File: config.mk
export PLATFORM = sky130hd
export DESIGN_NAME = rxcf_top
export DESIGN_NICKNAME = d
export VERILOG_FILES = /design/src/rxcf_pkg.sv /design/src/rxcf_fifo.sv /design/src/rxcf_pause_timer.sv /design/src/rxcf_top.sv
export SDC_FILE = /design/constraint.sdc
export NUM_CORES = 1
export LEC_CHECK = 0
export BUFFER_PORTS_ARGS = -buffer_cell sky130_fd_sc_hd__buf_4
export CAP_MARGIN = 10
export CORE_UTILIZATION = 24
export DETAILED_ROUTE_END_ITERATION = 12
export PLACE_DENSITY = 0.39
export SETUP_SLACK_MARGIN = 0.15
export SLEW_MARGIN = 20
export SYNTH_ARGS = -nofsm -noshare
export SYNTH_HDL_FRONTEND = slang
export SYNTH_SLANG_ARGS = --single-unit
export TNS_END_PERCENT = 50
File: constraint.sdc
create_clock -name pclk -period 13.3 [get_ports pclk]
set_input_delay 0 -clock pclk [delete_from_list [all_inputs] [get_ports pclk]]
set_output_delay 0 -clock pclk [all_outputs]
set_load 0.02 [all_outputs]
File: src/rxcf_pkg.sv
// Purpose: shared constants and helpers of the receive control filter
// Assumes: byte stream from the port, octet 0 of the address sent first
// Notes: field positions index the receive control word
package rxcf_pkg;

    // ----------------------------------------
    // register map
    // ----------------------------------------
    localparam logic [7:0] RXCF_CTRL_OFS = 8'h04;
    localparam logic [7:0] RXCF_STATUS_OFS = 8'h10;
    localparam logic [15:0] RXCF_CTRL_RST = 16'h0000;
    localparam logic [15:0] RXCF_CTRL_MASK = 16'h06fd;
    localparam int RXCF_B_EN = 0;
    localparam int RXCF_B_HASH = 2;
    localparam int RXCF_B_STRIP = 3;
    localparam int RXCF_B_PROM = 4;
    localparam int RXCF_B_UC = 5;
    localparam int RXCF_B_MC = 6;
    localparam int RXCF_B_BC = 7;
    localparam int RXCF_B_KEEP = 9;
    localparam int RXCF_B_PAUSE = 10;

    // ----------------------------------------
    // frame layout
    // ----------------------------------------
    localparam logic [2:0] RXCF_HOLD = 3'h6;
    localparam logic [2:0] RXCF_LAST_STRIP = 3'h1;
    localparam logic [2:0] RXCF_LAST_KEEP = 3'h5;
    localparam logic [10:0] RXCF_DA_END = 11'h006;
    localparam logic [10:0] RXCF_MIN_LEN = 11'h00a;
    localparam logic [10:0] RXCF_POS_TYPE = 11'h00c;
    localparam logic [10:0] RXCF_POS_TIME = 11'h010;
    localparam logic [10:0] RXCF_PAUSE_LEN = 11'h012;
    localparam logic [10:0] RXCF_IDX_MAX = 11'h7ff;
    localparam logic [47:0] RXCF_PAUSE_DA = 48'h0180c2000001;
    localparam logic [31:0] RXCF_PAUSE_TYPE_OPC = 32'h88080001;
    localparam logic [31:0] RXCF_CRC_INIT = 32'hffffffff;
    localparam logic [31:0] RXCF_CRC_POLY = 32'hedb88320;

    // ----------------------------------------
    // timing and buffering
    // ----------------------------------------
    localparam int RXCF_CLK_MHZ = 250;
    localparam int RXCF_BIT_NS = 10;
    localparam int RXCF_QUANTA_BITS = 512;
    localparam int RXCF_QUANTA_CYC =
        (RXCF_QUANTA_BITS * RXCF_BIT_NS * RXCF_CLK_MHZ + 999) / 1000;
    localparam int RXCF_FIFO_W = 10;
    localparam int RXCF_FIFO_D = 32;

    typedef enum logic [1:0] {RXCF_IDLE, RXCF_FRAME, RXCF_DRAIN} rxcf_st_e;

    function automatic logic [7:0] rxcf_octet(input logic [47:0] a,
                                              input logic [2:0] i);
        logic [47:0] t;
        t = a << (8 * i);
        return t[47:40];
    endfunction

    function automatic logic [31:0] rxcf_crc_byte(input logic [31:0] c,
                                                  input logic [7:0] d);
        logic [31:0] r;
        r = c ^ {24'h000000, d};
        for (int k = 0; k < 8; k++)
        begin
            r = r[0] ? ((r >> 1) ^ RXCF_CRC_POLY) : (r >> 1);
        end
        return r;
    endfunction

endpackage

File: src/rxcf_fifo.sv
// Purpose: frame byte buffer toward the receive queue
// Assumes: depth a power of two
// Notes: source stalls on in_ready low only while draining; during the frame it marks overrun
`timescale 1ns/1ns
module rxcf_fifo #(
    parameter int W = 10,
    parameter int D = 32
) (
    input wire logic pclk,
    input wire logic presetn,
    input wire logic in_valid,
    input wire logic [W-1:0] in_data,
    output logic in_ready,
    output logic out_valid,
    output logic [W-1:0] out_data,
    input wire logic out_ready
);
    import rxcf_pkg::*;
    localparam int AW = $clog2(D);

    typedef struct packed {
        logic [AW-1:0] wp;
        logic [AW-1:0] rp;
        logic [AW:0] cnt;
    } rxcf_fifo_s;

    rxcf_fifo_s s;
    rxcf_fifo_s next_s;
    logic [W-1:0] mem [D];
    logic wr;
    logic rd;

    assign in_ready = s.cnt != (AW+1)'(D);
    assign out_valid = s.cnt != '0;
    assign out_data = mem[s.rp];
    assign wr = in_valid & in_ready;
    assign rd = out_valid & out_ready;

    always_comb
    begin
        next_s = s;
        if (wr)
        begin
            next_s.wp = s.wp + 1'b1;
        end
        if (rd)
        begin
            next_s.rp = s.rp + 1'b1;
        end
        if (wr & ~rd)
        begin
            next_s.cnt = s.cnt + 1'b1;
        end
        else if (rd & ~wr)
        begin
            next_s.cnt = s.cnt - 1'b1;
        end
    end

    always_ff @(posedge pclk or negedge presetn)
    begin
        if (!presetn)
        begin
            s <= '0;
        end
        else
        begin
            s <= next_s;
        end
    end

    always_ff @(posedge pclk)
    begin
        if (wr)
        begin
            mem[s.wp] <= in_data;
        end
    end

endmodule

File: src/rxcf_pause_timer.sv
// Purpose: pause quanta countdown that holds the transmitter
// Assumes: one quantum is 512 bit times at 100 Mb/s
// Notes: clear wins over load
`timescale 1ns/1ns
module rxcf_pause_timer #(
    parameter int QUANTA_CYC = rxcf_pkg::RXCF_QUANTA_CYC
) (
    input wire logic pclk,
    input wire logic presetn,
    input wire logic load,
    input wire logic [15:0] quanta,
    input wire logic clear,
    output logic hold
);
    import rxcf_pkg::*;
    localparam int CW = $clog2(QUANTA_CYC + 1);

    typedef struct packed {
        logic [15:0] left;
        logic [CW-1:0] pre;
        logic hold;
    } rxcf_pt_s;

    rxcf_pt_s s;
    rxcf_pt_s next_s;

    assign hold = s.hold;

    always_comb
    begin
        next_s = s;
        if (clear)
        begin
            next_s.left = '0;
            next_s.pre = '0;
        end
        else if (load)
        begin
            next_s.left = quanta;
            next_s.pre = '0;
        end
        else if (s.left != '0)
        begin
            // quantum tick from the prescaler
            if (s.pre == CW'(QUANTA_CYC - 1))
            begin
                next_s.pre = '0;
                next_s.left = s.left - 1'b1;
            end
            else
            begin
                next_s.pre = s.pre + 1'b1;
            end
        end
        next_s.hold = next_s.left != '0;
    end

    always_ff @(posedge pclk or negedge presetn)
    begin
        if (!presetn)
        begin
            s <= '0;
        end
        else
        begin
            s <= next_s;
        end
    end

endmodule

File: src/rxcf_top.sv
// Purpose: receive control and address filter of a 10/100 MAC
// Assumes: one byte per rx_valid, bytes at least 8 cycles apart
// Notes: rejected frames never reach the queue; overrun, short and crc-failing ones end discarded, crc-failing ones kept when keep is set
//
// What this block does
// - honour pause frames only if enabled, full duplex
// - keep or discard frames failing crc
// - broadcast accept passes every broadcast frame
// - group accept passes multicast, broadcast included
// - station match passes unicast equal to address
// - promiscuous accept passes every frame
// - strip or keep the four crc bytes
// - hash enable passes multicast hitting table
// - enable starts; disable stops after current frame
//
// Local design decision: the APB slave port.
`timescale 1ns/1ns
module rxcf_top (
    input wire logic pclk,
    input wire logic presetn,
    input wire logic psel,
    input wire logic penable,
    input wire logic pwrite,
    input wire logic [7:0] paddr,
    input wire logic [31:0] pwdata,
    output logic [31:0] prdata,
    output logic pready,
    output logic pslverr,
    input wire logic rx_valid,
    input wire logic [7:0] rx_data,
    input wire logic rx_last,
    input wire logic rx_crc_err,
    input wire logic full_duplex,
    input wire logic [47:0] station_addr,
    input wire logic [63:0] hash_table,
    output logic q_valid,
    output logic [7:0] q_data,
    output logic q_last,
    output logic q_discard,
    input wire logic q_ready,
    output logic tx_hold
);
    import rxcf_pkg::*;

    // ----------------------------------------
    // state
    // ----------------------------------------
    typedef struct packed {
        logic [15:0] ctrl;
        logic [31:0] prdata;
        logic pready;
        logic pslverr;
        rxcf_st_e st;
        logic [10:0] idx;
        logic [47:0] dly;
        logic [2:0] fill;
        logic [2:0] cnt;
        logic [31:0] crc;
        logic bc;
        logic mc;
        logic match;
        logic pda;
        logic ptype;
        logic [15:0] ptime;
        logic crc_err;
        logic overrun;
        logic pause_load;
    } rxcf_state_s;

    rxcf_state_s s;
    rxcf_state_s next_s;
    logic push_v;
    logic push_last;
    logic push_disc;
    logic fifo_ready;
    logic fifo_v;
    logic [RXCF_FIFO_W-1:0] fifo_d;
    logic accept;
    logic disc;
    logic start;
    logic take;
    logic [2:0] p;
    logic [2:0] tp;
    logic apb_acc;

    assign prdata = s.prdata;
    assign pready = s.pready;
    assign pslverr = s.pslverr;
    assign apb_acc = psel & penable;

    // address decision from the destination flags
    assign accept = s.ctrl[RXCF_B_PROM]
        | (s.bc & s.ctrl[RXCF_B_BC])
        | (s.mc & s.ctrl[RXCF_B_MC])
        | (s.mc & s.ctrl[RXCF_B_HASH] & hash_table[s.crc[5:0]])
        | (~s.mc & s.match & s.ctrl[RXCF_B_UC]);
    assign disc = (s.crc_err & ~s.ctrl[RXCF_B_KEEP]) | s.overrun
        | (s.idx < RXCF_MIN_LEN);

    // ----------------------------------------
    // next state
    // ----------------------------------------
    always_comb
    begin
        next_s = s;
        push_v = 1'b0;
        push_last = 1'b0;
        push_disc = 1'b0;
        p = 3'h0;
        tp = 3'h0;
        next_s.pause_load = 1'b0;
        next_s.pready = apb_acc & ~s.pready;
        next_s.pslverr = 1'b0;
        next_s.prdata = '0;
        if (apb_acc & ~s.pready)
        begin
            unique case (paddr)
                RXCF_CTRL_OFS: next_s.prdata = {16'h0000, s.ctrl};
                RXCF_STATUS_OFS:
                    next_s.prdata = {30'h0, tx_hold, s.st != RXCF_IDLE};
                default: next_s.pslverr = 1'b1;
            endcase
        end
        if (apb_acc & s.pready & pwrite & (paddr == RXCF_CTRL_OFS))
        begin
            next_s.ctrl = pwdata[15:0] & RXCF_CTRL_MASK;
        end

        // start only at a frame boundary
        start = (s.st == RXCF_IDLE) & rx_valid & s.ctrl[RXCF_B_EN];
        take = rx_valid & (start | (s.st == RXCF_FRAME));
        if (start)
        begin
            next_s.st = RXCF_FRAME;
            next_s.idx = '0;
            next_s.fill = '0;
            next_s.crc = RXCF_CRC_INIT;
            next_s.bc = 1'b1;
            next_s.match = 1'b1;
            next_s.pda = 1'b1;
            next_s.ptype = 1'b1;
            next_s.overrun = 1'b0;
            next_s.crc_err = 1'b0;
        end
        if (take)
        begin
            if ((s.st == RXCF_FRAME) & (s.fill == RXCF_HOLD) & accept)
            begin
                push_v = 1'b1;
                if (!fifo_ready)
                begin
                    next_s.overrun = 1'b1;
                end
            end
            p = next_s.idx[2:0];
            tp = next_s.idx[2:0] - RXCF_POS_TYPE[2:0];
            if (next_s.idx < RXCF_DA_END)
            begin
                next_s.bc = next_s.bc & (rx_data == 8'hff);
                next_s.match = next_s.match
                    & (rx_data == rxcf_octet(station_addr, p));
                next_s.pda = next_s.pda
                    & (rx_data == rxcf_octet(RXCF_PAUSE_DA, p));
                next_s.crc = rxcf_crc_byte(next_s.crc, rx_data);
                if (next_s.idx == '0)
                begin
                    next_s.mc = rx_data[0];
                end
            end
            if ((next_s.idx >= RXCF_POS_TYPE) & (next_s.idx < RXCF_POS_TIME))
            begin
                next_s.ptype = next_s.ptype & (rx_data
                    == rxcf_octet({RXCF_PAUSE_TYPE_OPC, 16'h0000}, tp));
            end
            if (next_s.idx == RXCF_POS_TIME)
            begin
                next_s.ptime[15:8] = rx_data;
            end
            if (next_s.idx == RXCF_POS_TIME + 11'h001)
            begin
                next_s.ptime[7:0] = rx_data;
            end
            next_s.dly = {next_s.dly[39:0], rx_data};
            if (next_s.fill != RXCF_HOLD)
            begin
                next_s.fill = next_s.fill + 3'h1;
            end
            if (next_s.idx != RXCF_IDX_MAX)
            begin
                next_s.idx = next_s.idx + 11'h001;
            end
            if (rx_last)
            begin
                next_s.st = RXCF_DRAIN;
                next_s.cnt = '0;
                next_s.crc_err = rx_crc_err;
                // valid pause frame loads the timer
                next_s.pause_load = next_s.pda & next_s.ptype & ~rx_crc_err
                    & (next_s.idx >= RXCF_PAUSE_LEN)
                    & s.ctrl[RXCF_B_PAUSE] & full_duplex;
            end
        end
        if (s.st == RXCF_DRAIN)
        begin
            if (!(accept & (s.fill == RXCF_HOLD)))
            begin
                next_s.st = RXCF_IDLE;
            end
            else
            begin
                push_v = 1'b1;
                push_last = s.ctrl[RXCF_B_STRIP] ? (s.cnt == RXCF_LAST_STRIP)
                    : (s.cnt == RXCF_LAST_KEEP);
                push_disc = push_last & disc;
                if (fifo_ready)
                begin
                    next_s.dly = {s.dly[39:0], 8'h00};
                    next_s.cnt = s.cnt + 3'h1;
                    if (push_last)
                    begin
                        next_s.st = RXCF_IDLE;
                    end
                end
            end
        end
    end

    always_ff @(posedge pclk or negedge presetn)
    begin
        if (!presetn)
        begin
            s <= '0;
            s.ctrl <= RXCF_CTRL_RST;
            s.st <= RXCF_IDLE;
        end
        else
        begin
            s <= next_s;
        end
    end

    // ----------------------------------------
    // buffer and pause timer
    // ----------------------------------------
    rxcf_fifo #(
        .W(RXCF_FIFO_W),
        .D(RXCF_FIFO_D)
    ) u_fifo (
        .pclk(pclk),
        .presetn(presetn),
        .in_valid(push_v),
        .in_data({push_disc, push_last, s.dly[47:40]}),
        .in_ready(fifo_ready),
        .out_valid(fifo_v),
        .out_data(fifo_d),
        .out_ready(q_ready)
    );

    assign q_valid = fifo_v;
    assign q_data = fifo_d[7:0];
    assign q_last = fifo_d[8];
    assign q_discard = fifo_d[9];

    // ignored when disabled or half duplex
    rxcf_pause_timer #(
        .QUANTA_CYC(RXCF_QUANTA_CYC)
    ) u_pause (
        .pclk(pclk),
        .presetn(presetn),
        .load(s.pause_load),
        .quanta(s.ptime),
        .clear(~(s.ctrl[RXCF_B_PAUSE] & full_duplex)),
        .hold(tx_hold)
    );
endmodule

# ---- After elaboration in Yosys (flattened, before gate mapping)
# Memory sizes are Yosys's and may differ from the RTL's.
# Index checks and enable logic that the tools add are counted.
dict set report op_classes {
  n_addsub 10
  mul 0
  n_div 0
  order_cmp 6
  eq_ne 20
  shifts 3
  mux 64
  bitwise_logic 56
  reduce_logical 11
}
# op count
set ops {}
lappend ops {{two-way mux 32 bit} 9}
lappend ops {{two-way mux 48 bit} 3}
lappend ops {{two-way mux 123 bit} 1}
lappend ops {{NOT 13 -> 14 bit} 8}
lappend ops {{two-way mux 27 bit} 3}
lappend ops {{two-way mux 36 bit} 2}
lappend ops {{left shift 41 x 6 -> 48 bit, first input constant} 1}
lappend ops {{left shift 48 x 6 -> 48 bit} 1}
lappend ops {{left shift 48 x 6 -> 48 bit, first input constant} 1}
lappend ops {{AND 1 bit} 34}
lappend ops {{two-way mux 11 bit} 3}
lappend ops {{two-way mux 33 bit} 1}
lappend ops {{nonzero test 16 bit} 2}
lappend ops {{XOR 32 x 8 -> 32 bit} 1}
lappend ops {{== test 8 bit} 3}
lappend ops {{adder 11 x 1 -> 11 bit, second input constant} 2}
lappend ops {{== test 11 x 5 -> 1 bit, second input constant} 2}
lappend ops {{one-hot mux 11 bit (2 select lines)} 1}
lappend ops {{two-way mux 1 bit} 21}
lappend ops {{two-way mux 3 bit} 7}
lappend ops {{two-way mux 16 bit} 1}
lappend ops {{two-way mux 8 bit} 2}
lappend ops {{subtractor 16 x 1 -> 16 bit, second input constant} 1}
lappend ops {{two-way mux 13 bit} 1}
lappend ops {{36 further kinds} 59}
dict set report word_totals {
  reg_bits 210
  latchBits 0
  ramBits 320
  rom_bits 0
  wordCells 197
  n_memories 1
}
# memory words word_bits rd rd_ports_with_merged_regs wr line
set memory_table {}
lappend memory_table {u_fifo.mem 32 10 1 0 1 rxcf_fifo.sv:29} ;# logic [W-1:0] mem [D];

# ---- Longest topological paths before layout
dict set report depth {
  ltp_word 34
  depth_mapped 17
  mapped_depth_nobuf 15
}

# ---- By module
# A second synthesis with hierarchy kept.
dict set report hier_totals {
  hier_cells 1672
  area_unflattened_um2 23665.2
}
# module n_inst cells_each area_per_inst_um2 seq_area_each_um2
set by_module_without_submodules {}
lappend by_module_without_submodules {rxcf_fifo 1 662 13266.5 10009.6}
lappend by_module_without_submodules {rxcf_top 1 815 8658.3 3603.5}
lappend by_module_without_submodules {rxcf_pause_timer 1 195 1740.4 700.7}

# ---- Worst setup path after synthesis
# Ideal clock, no wire load.
dict set report synth_path {
  kind {register -> register}
  from {register s[26] (netlist bit)}
  to {memory u_fifo.mem[0][9] (data pin)}
  setup_ns 0.465
  arrival_ns 4.654
  t_required_ns 12.835
  slack_ns 8.181
  path_stages_with_launch 8
  path_cell_list {dfrtp_1 > buf_1 > mux4_2 > a221oi_1 > nand2_1 > nand3_2 > nor3b_1 > a21boi_0}
}
dict set report synth_between {
  elab_chain_len 8
}
# item line
set synth_rtl {}
lappend synth_rtl {{start: declaration} rxcf_top.sv:70} ;# rxcf_state_s s;
lappend synth_rtl {{start signal: assignment} rxcf_top.sv:238} ;# s <= next_s;
lappend synth_rtl {{binary-select mux 1 bit (select 6 bit)} rxcf_top.sv:95} ;# | (s.mc & s.ctrl[RXCF_B_HASH] & hash_table[s.crc[5:0]])
lappend synth_rtl {{two-way mux 1 bit (implied by the code)} rxcf_top.sv:95}
lappend synth_rtl {{AND 1 bit} rxcf_top.sv:95}
lappend synth_rtl {{OR 1 bit} rxcf_top.sv:95}
lappend synth_rtl {{OR 1 bit} rxcf_top.sv:96} ;# | (~s.mc & s.match & s.ctrl[RXCF_B_UC]);
lappend synth_rtl {{AND 1 bit} rxcf_top.sv:205} ;# if (!(accept & (s.fill == RXCF_HOLD)))
lappend synth_rtl {{two-way mux 1 bit} rxcf_top.sv:205}
lappend synth_rtl {{two-way mux 1 bit} rxcf_top.sv:203} ;# if (s.st == RXCF_DRAIN)
lappend synth_rtl {{net push_disc} rxcf_top.sv:74} ;# logic push_disc;
lappend synth_rtl {{end: declaration} rxcf_fifo.sv:29}
# The timed path passes the listed nets, and every way through them passes these cells. The select of a mux whose other input is x is not followed.

# ---- Worst setup path in the final report
dict set report layout_path {
  from {register s[24] (netlist bit)}
  to {register u_fifo.s[5] (netlist bit)}
}
dict set report layout_between {
  elab_chain_len 14
}
# item line
set layout_rtl {}
lappend layout_rtl {{binary-select mux 1 bit (select 6 bit) (*)} rxcf_top.sv:95}
lappend layout_rtl {{two-way mux 1 bit (implied by the code) (*)} rxcf_top.sv:95}
lappend layout_rtl {{AND 1 bit (*)} rxcf_top.sv:95}
lappend layout_rtl {{OR 1 bit (*)} rxcf_top.sv:95}
lappend layout_rtl {{OR 1 bit (*)} rxcf_top.sv:96}
lappend layout_rtl {{AND 1 bit} rxcf_top.sv:147} ;# if ((s.st == RXCF_FRAME) & (s.fill == RXCF_HOLD) & accept)
lappend layout_rtl {{two-way mux 1 bit} rxcf_top.sv:147}
lappend layout_rtl {{two-way mux 1 bit} rxcf_top.sv:145} ;# if (take)
lappend layout_rtl {{two-way mux 1 bit} rxcf_top.sv:205}
lappend layout_rtl {{two-way mux 1 bit (*)} rxcf_top.sv:203}
lappend layout_rtl {{AND 1 bit (*)} rxcf_fifo.sv:36} ;# assign wr = in_valid & in_ready;
lappend layout_rtl {{net u_fifo.wr} rxcf_fifo.sv:30} ;# logic wr;
lappend layout_rtl {{NOT 1 bit} rxcf_fifo.sv:54} ;# else if (rd & ~wr)
lappend layout_rtl {{AND 1 bit} rxcf_fifo.sv:54}
lappend layout_rtl {{nonzero test 2 bit (no source line)} --}
lappend layout_rtl {{end signal: assignment} rxcf_fifo.sv:68} ;# s <= next_s;
lappend layout_rtl {{end: declaration} rxcf_fifo.sv:27} ;# rxcf_fifo_s s;
# The timed path passes the listed nets; every way through them passes the cells marked *. The select of a mux whose other input is x is not followed.
# A chain may end at the register's enable or synchronous reset.

==> results.sh <==
export IMPL_instances_no_fill=3124
export IMPL_grt_pass1_vias=14600
export IMPL_cp_slowest_cell="dfrtp_1"
export IMPL_switching_share_pct=29.04
export IMPL_syn_inst=1598
export IMPL_place_inst=2969
export IMPL_crit_chain="mux4_1, mux4_2, o22ai_2, a211o_2, a31oi_2, ha_1, inv_1, ha_1, a21o_1, a21oi_1, o21bai_1, a21oi_1, xnor2_1, nor2_1, xnor2_1"
export IMPL_post_cts_resized=0
export IMPL_dpl_worst_slack_ns=8.565
export IMPL_power_per_cell_area_nw_per_um2=156.2
export IMPL_crit_end="u_fifo.s[5]$_DFFE_PN0P_"
export IMPL_cts_tree="built"
export IMPL_wl_um=61010
export IMPL_utilization_pct=29.29
export IMPL_p_clk_share_pct=35.6
export IMPL_overflow=0
export IMPL_internal_power_uw=3135
export IMPL_clk_path_buf_depth=3
export IMPL_first_pass_iters=7
export IMPL_maxSlewHeadroom_pct=25.74
export IMPL_p_leak_uw=0.01112
export IMPL_worst_slack_ns=8.696
export IMPL_root_buffer="clkbuf_16"
export IMPL_drc=0
export IMPL_synth_area_leaders="edfxtp_1 41%, dfrtp_1 20%, mux4_2 11%"
export IMPL_drive_gt1_share_pct=26.96
export IMPL_hp_class="in2reg"
export IMPL_grt_start_max_net_pins=68
export IMPL_cp_max_fo=19
export IMPL_fp_dieArea_sq_um=98590
export IMPL_synth_seq_cells=508
export IMPL_synthTopCellsByCount="320 x edfxtp_1, 188 x dfrtp_1, 112 x nand2_1"
export IMPL_grt_pass1_wl_um=91930
export IMPL_cts_buffers=56
export IMPL_die_w_um=314.0
export IMPL_crit_type="reg2reg"
export IMPL_peakVddDrop_mv=0.09368
export IMPL_grt_setup_unrepaired="no"
export IMPL_clock_latency_ns=0.63
export IMPL_port_buffers=170
export IMPL_fin_crit_sh_pct=34.62
export IMPL_drv_cap=0
export IMPL_clkSinkCount=508
export IMPL_area_growth_pct=21.07
export IMPL_antenna_found_initial=4
export IMPL_ioPinCount=216
export IMPL_reg2reg_depth=15
export IMPL_yosysTopAreaCell="edfxtp_1"
export IMPL_min_period_ns=4.604
export IMPL_reg2reg_slack_ns=8.70
export IMPL_fin_nets=1995
export IMPL_avgSynthCellArea_sq_um=14.62
export IMPL_syn_area_sq_um=23360
export IMPL_place_gp_congestion=0.7524
export IMPL_synth_cell_types=76
export IMPL_drt_iter0_drc=686
export IMPL_vias=13890
export IMPL_synth_ff_type="edfxtp_1"
export IMPL_synth_warnings=0
export IMPL_finClkSkew_ns=0.04457
export IMPL_cpPeakStageDelay_ns=1.00
export IMPL_hold_viol=0
export IMPL_max_clock_freq_ghz=0.2172
export IMPL_crit_path_start="s[24]$_DFF_PN0_"
export IMPL_ys_seq_area_share_pct=61.27
export IMPL_core_rowCount=114
export IMPL_status="finished, final reports clean"
export IMPL_synth_edff_count=320
export IMPL_initial_core_util_pct=24.19
export IMPL_setup_viol=0
export IMPL_worst_setup_path_start_kind="flop"
export IMPL_htree_num_levels=2
export IMPL_drv_slew=0
export IMPL_tightest_slew_ns=1.114
export IMPL_hold_slack_ns=0.06252
export IMPL_r2r_start="s[24]$_DFF_PN0_"
export IMPL_synth_most_common_cell="edfxtp_1"
export IMPL_avgViaCountPerCell=4.446
export IMPL_clk_pin_slew_ns=0.06
export IMPL_cp_end_kind="flop"
export IMPL_pwr_share_comb_pct=21.5
export IMPL_required_ns=13.80
export IMPL_drtAntennaViolNets=0
export IMPL_arrival_ns=5.10
export IMPL_yosysTopAreaCellShare_pct=41.13
export IMPL_grt_usage_pct=12.37
export IMPL_async_flop_share_pct=37.01
export IMPL_die_h_um=314.0
export IMPL_dp_hpwl_um=39660
export IMPL_power_switching_uw=1283
export IMPL_wire_per_inst_um=19.53
export IMPL_fin_setup_tns_ns=0
export IMPL_core_area_sq_um=96570
export IMPL_seq_power_share_pct=42.9
export IMPL_r2r_end="u_fifo.s[5]$_DFFE_PN0P_"
power by group through the flow:
stage                     sequential, uW  combinational (uW)  clock, uW
final                               1890                 949       1570
after global routing                1920                1040       1690
after CTS                           1900                 970       1630
after detailed placement            1940                 954          0
after global placement              1930                 951          0
after floorplan                     1800                 830          0
worst min-delay path by stage:
stage	start	end	slack, ns	cells past startpoint
after floorplan	presetn	prdata[0]$_DFF_PN0_	-0.30	0
after global placement	presetn	u_pause.hold$_DFF_PN0_	0.03	1
after detailed placement	presetn	u_pause.hold$_DFF_PN0_	0.03	1
after CTS	rx_valid	s[59]$_DFF_PN0_	0.03	4
after global routing	rx_valid	s[59]$_DFF_PN0_	0.09	4
final	rx_valid	s[59]$_DFF_PN0_	0.06	4
layout by cell type (no fill, tap or decap), types with 7 or more instances in the layout:
| master | instances |
|---|---|
| edfxtp_1 | 320 |
| buf_4 | 189 |
| dfrtp_1 | 179 |
| nand2_1 | 112 |
| mux4_2 | 110 |
| nor2_1 | 103 |
| o21ai_0 | 87 |
| xnor2_1 | 73 |
| clkbuf_16 | 56 |
| dlygate4sd3_1 | 51 |
| a21oi_1 | 49 |
| mux2_4 | 40 |
| nor3_1 | 38 |
| mux2_2 | 37 |
| xor2_1 | 32 |
| inv_1 | 30 |
| mux2i_1 | 24 |
| conb_1 | 22 |
| nand3_1 | 21 |
| ha_1 | 21 |
| and3_1 | 15 |
| nor4_1 | 14 |
| o22ai_1 | 12 |
| clkinv_2 | 12 |
| a31oi_1 | 11 |
| clkbuf_1 | 11 |
| nand4_1 | 10 |
| or3_1 | 10 |
| a211oi_1 | 9 |
| nand2b_1 | 8 |
| clkinv_1 | 8 |
| clkbuf_8 | 7 |
| dfrtp_2 | 7 |
routing by layer:
metal / track usage, % / routed length [um]
met2: 19.82 / 28400
met1: 17.23 / 28790
met5: 0 / 13
met3: 2.246 / 2730
met4: 3.060 / 1083
what timing repair did:
item                      CTS  global route
hold endpoints to repair  127             0
hold buffers               52             0
buffers inserted            0             0
registers in the layout (all words and copies together) (netlist names):
signal and flops:
u_fifo.s 16, pready 1, s 132, prdata 10, u_fifo.mem 320, u_pause.hold 1, pslverr 1, u_pause.s 27
logic make-up (layout without fill, tap and decap cells):
group,count (synthesis),in the layout,synth area share (%)
flops,508,508,61.27
simple gates,384,384,7.932
mux,217,217,16.66
compound gates,208,208,5.281
buf+inv,147,375,3.272
xor+xnor,111,111,4.354
fa+ha+maj,22,22,1.210
other cells,1,23,0.01605
worst max-delay path, delay by kind of cell (launching register included):
| family | cells | cell delay [ns] |
|---|---|---|
| and+or+nand+nor | 1 | 0.06 |
| DFF | 1 | 1.00 |
| xor gates and xnor gates | 2 | 0.26 |
| muxes | 2 | 1.18 |
| adders and majority gates | 2 | 0.56 |
| AOI/OAI and AO/OA | 7 | 1.28 |
| buffers and inverters | 1 | 0.16 |
cell type report:
class	instances	area [sq um]
flip-flops and latches	508	14330
inverters	31	116.4
fillers	9698	68280
repair buffers	242	1971
clock inverters	29	331.6
clock buffers	73	1525
well taps	1276	1597
diodes	1	2.502
multi-input cells	964	8411
metrics by stage:
| stage | area [sq um] | total power, uW |
|---|---|---|
| after floorplan | 23440 | 2629 |
| after global placement | 25860 | 2884 |
| after detailed placement | 25870 | 2890 |
| after CTS | 28270 | 4502 |
| after global routing | 28280 | 4648 |
| final | 28280 | 4418 |
Note: power is estimated with default switching activity, not from simulation.
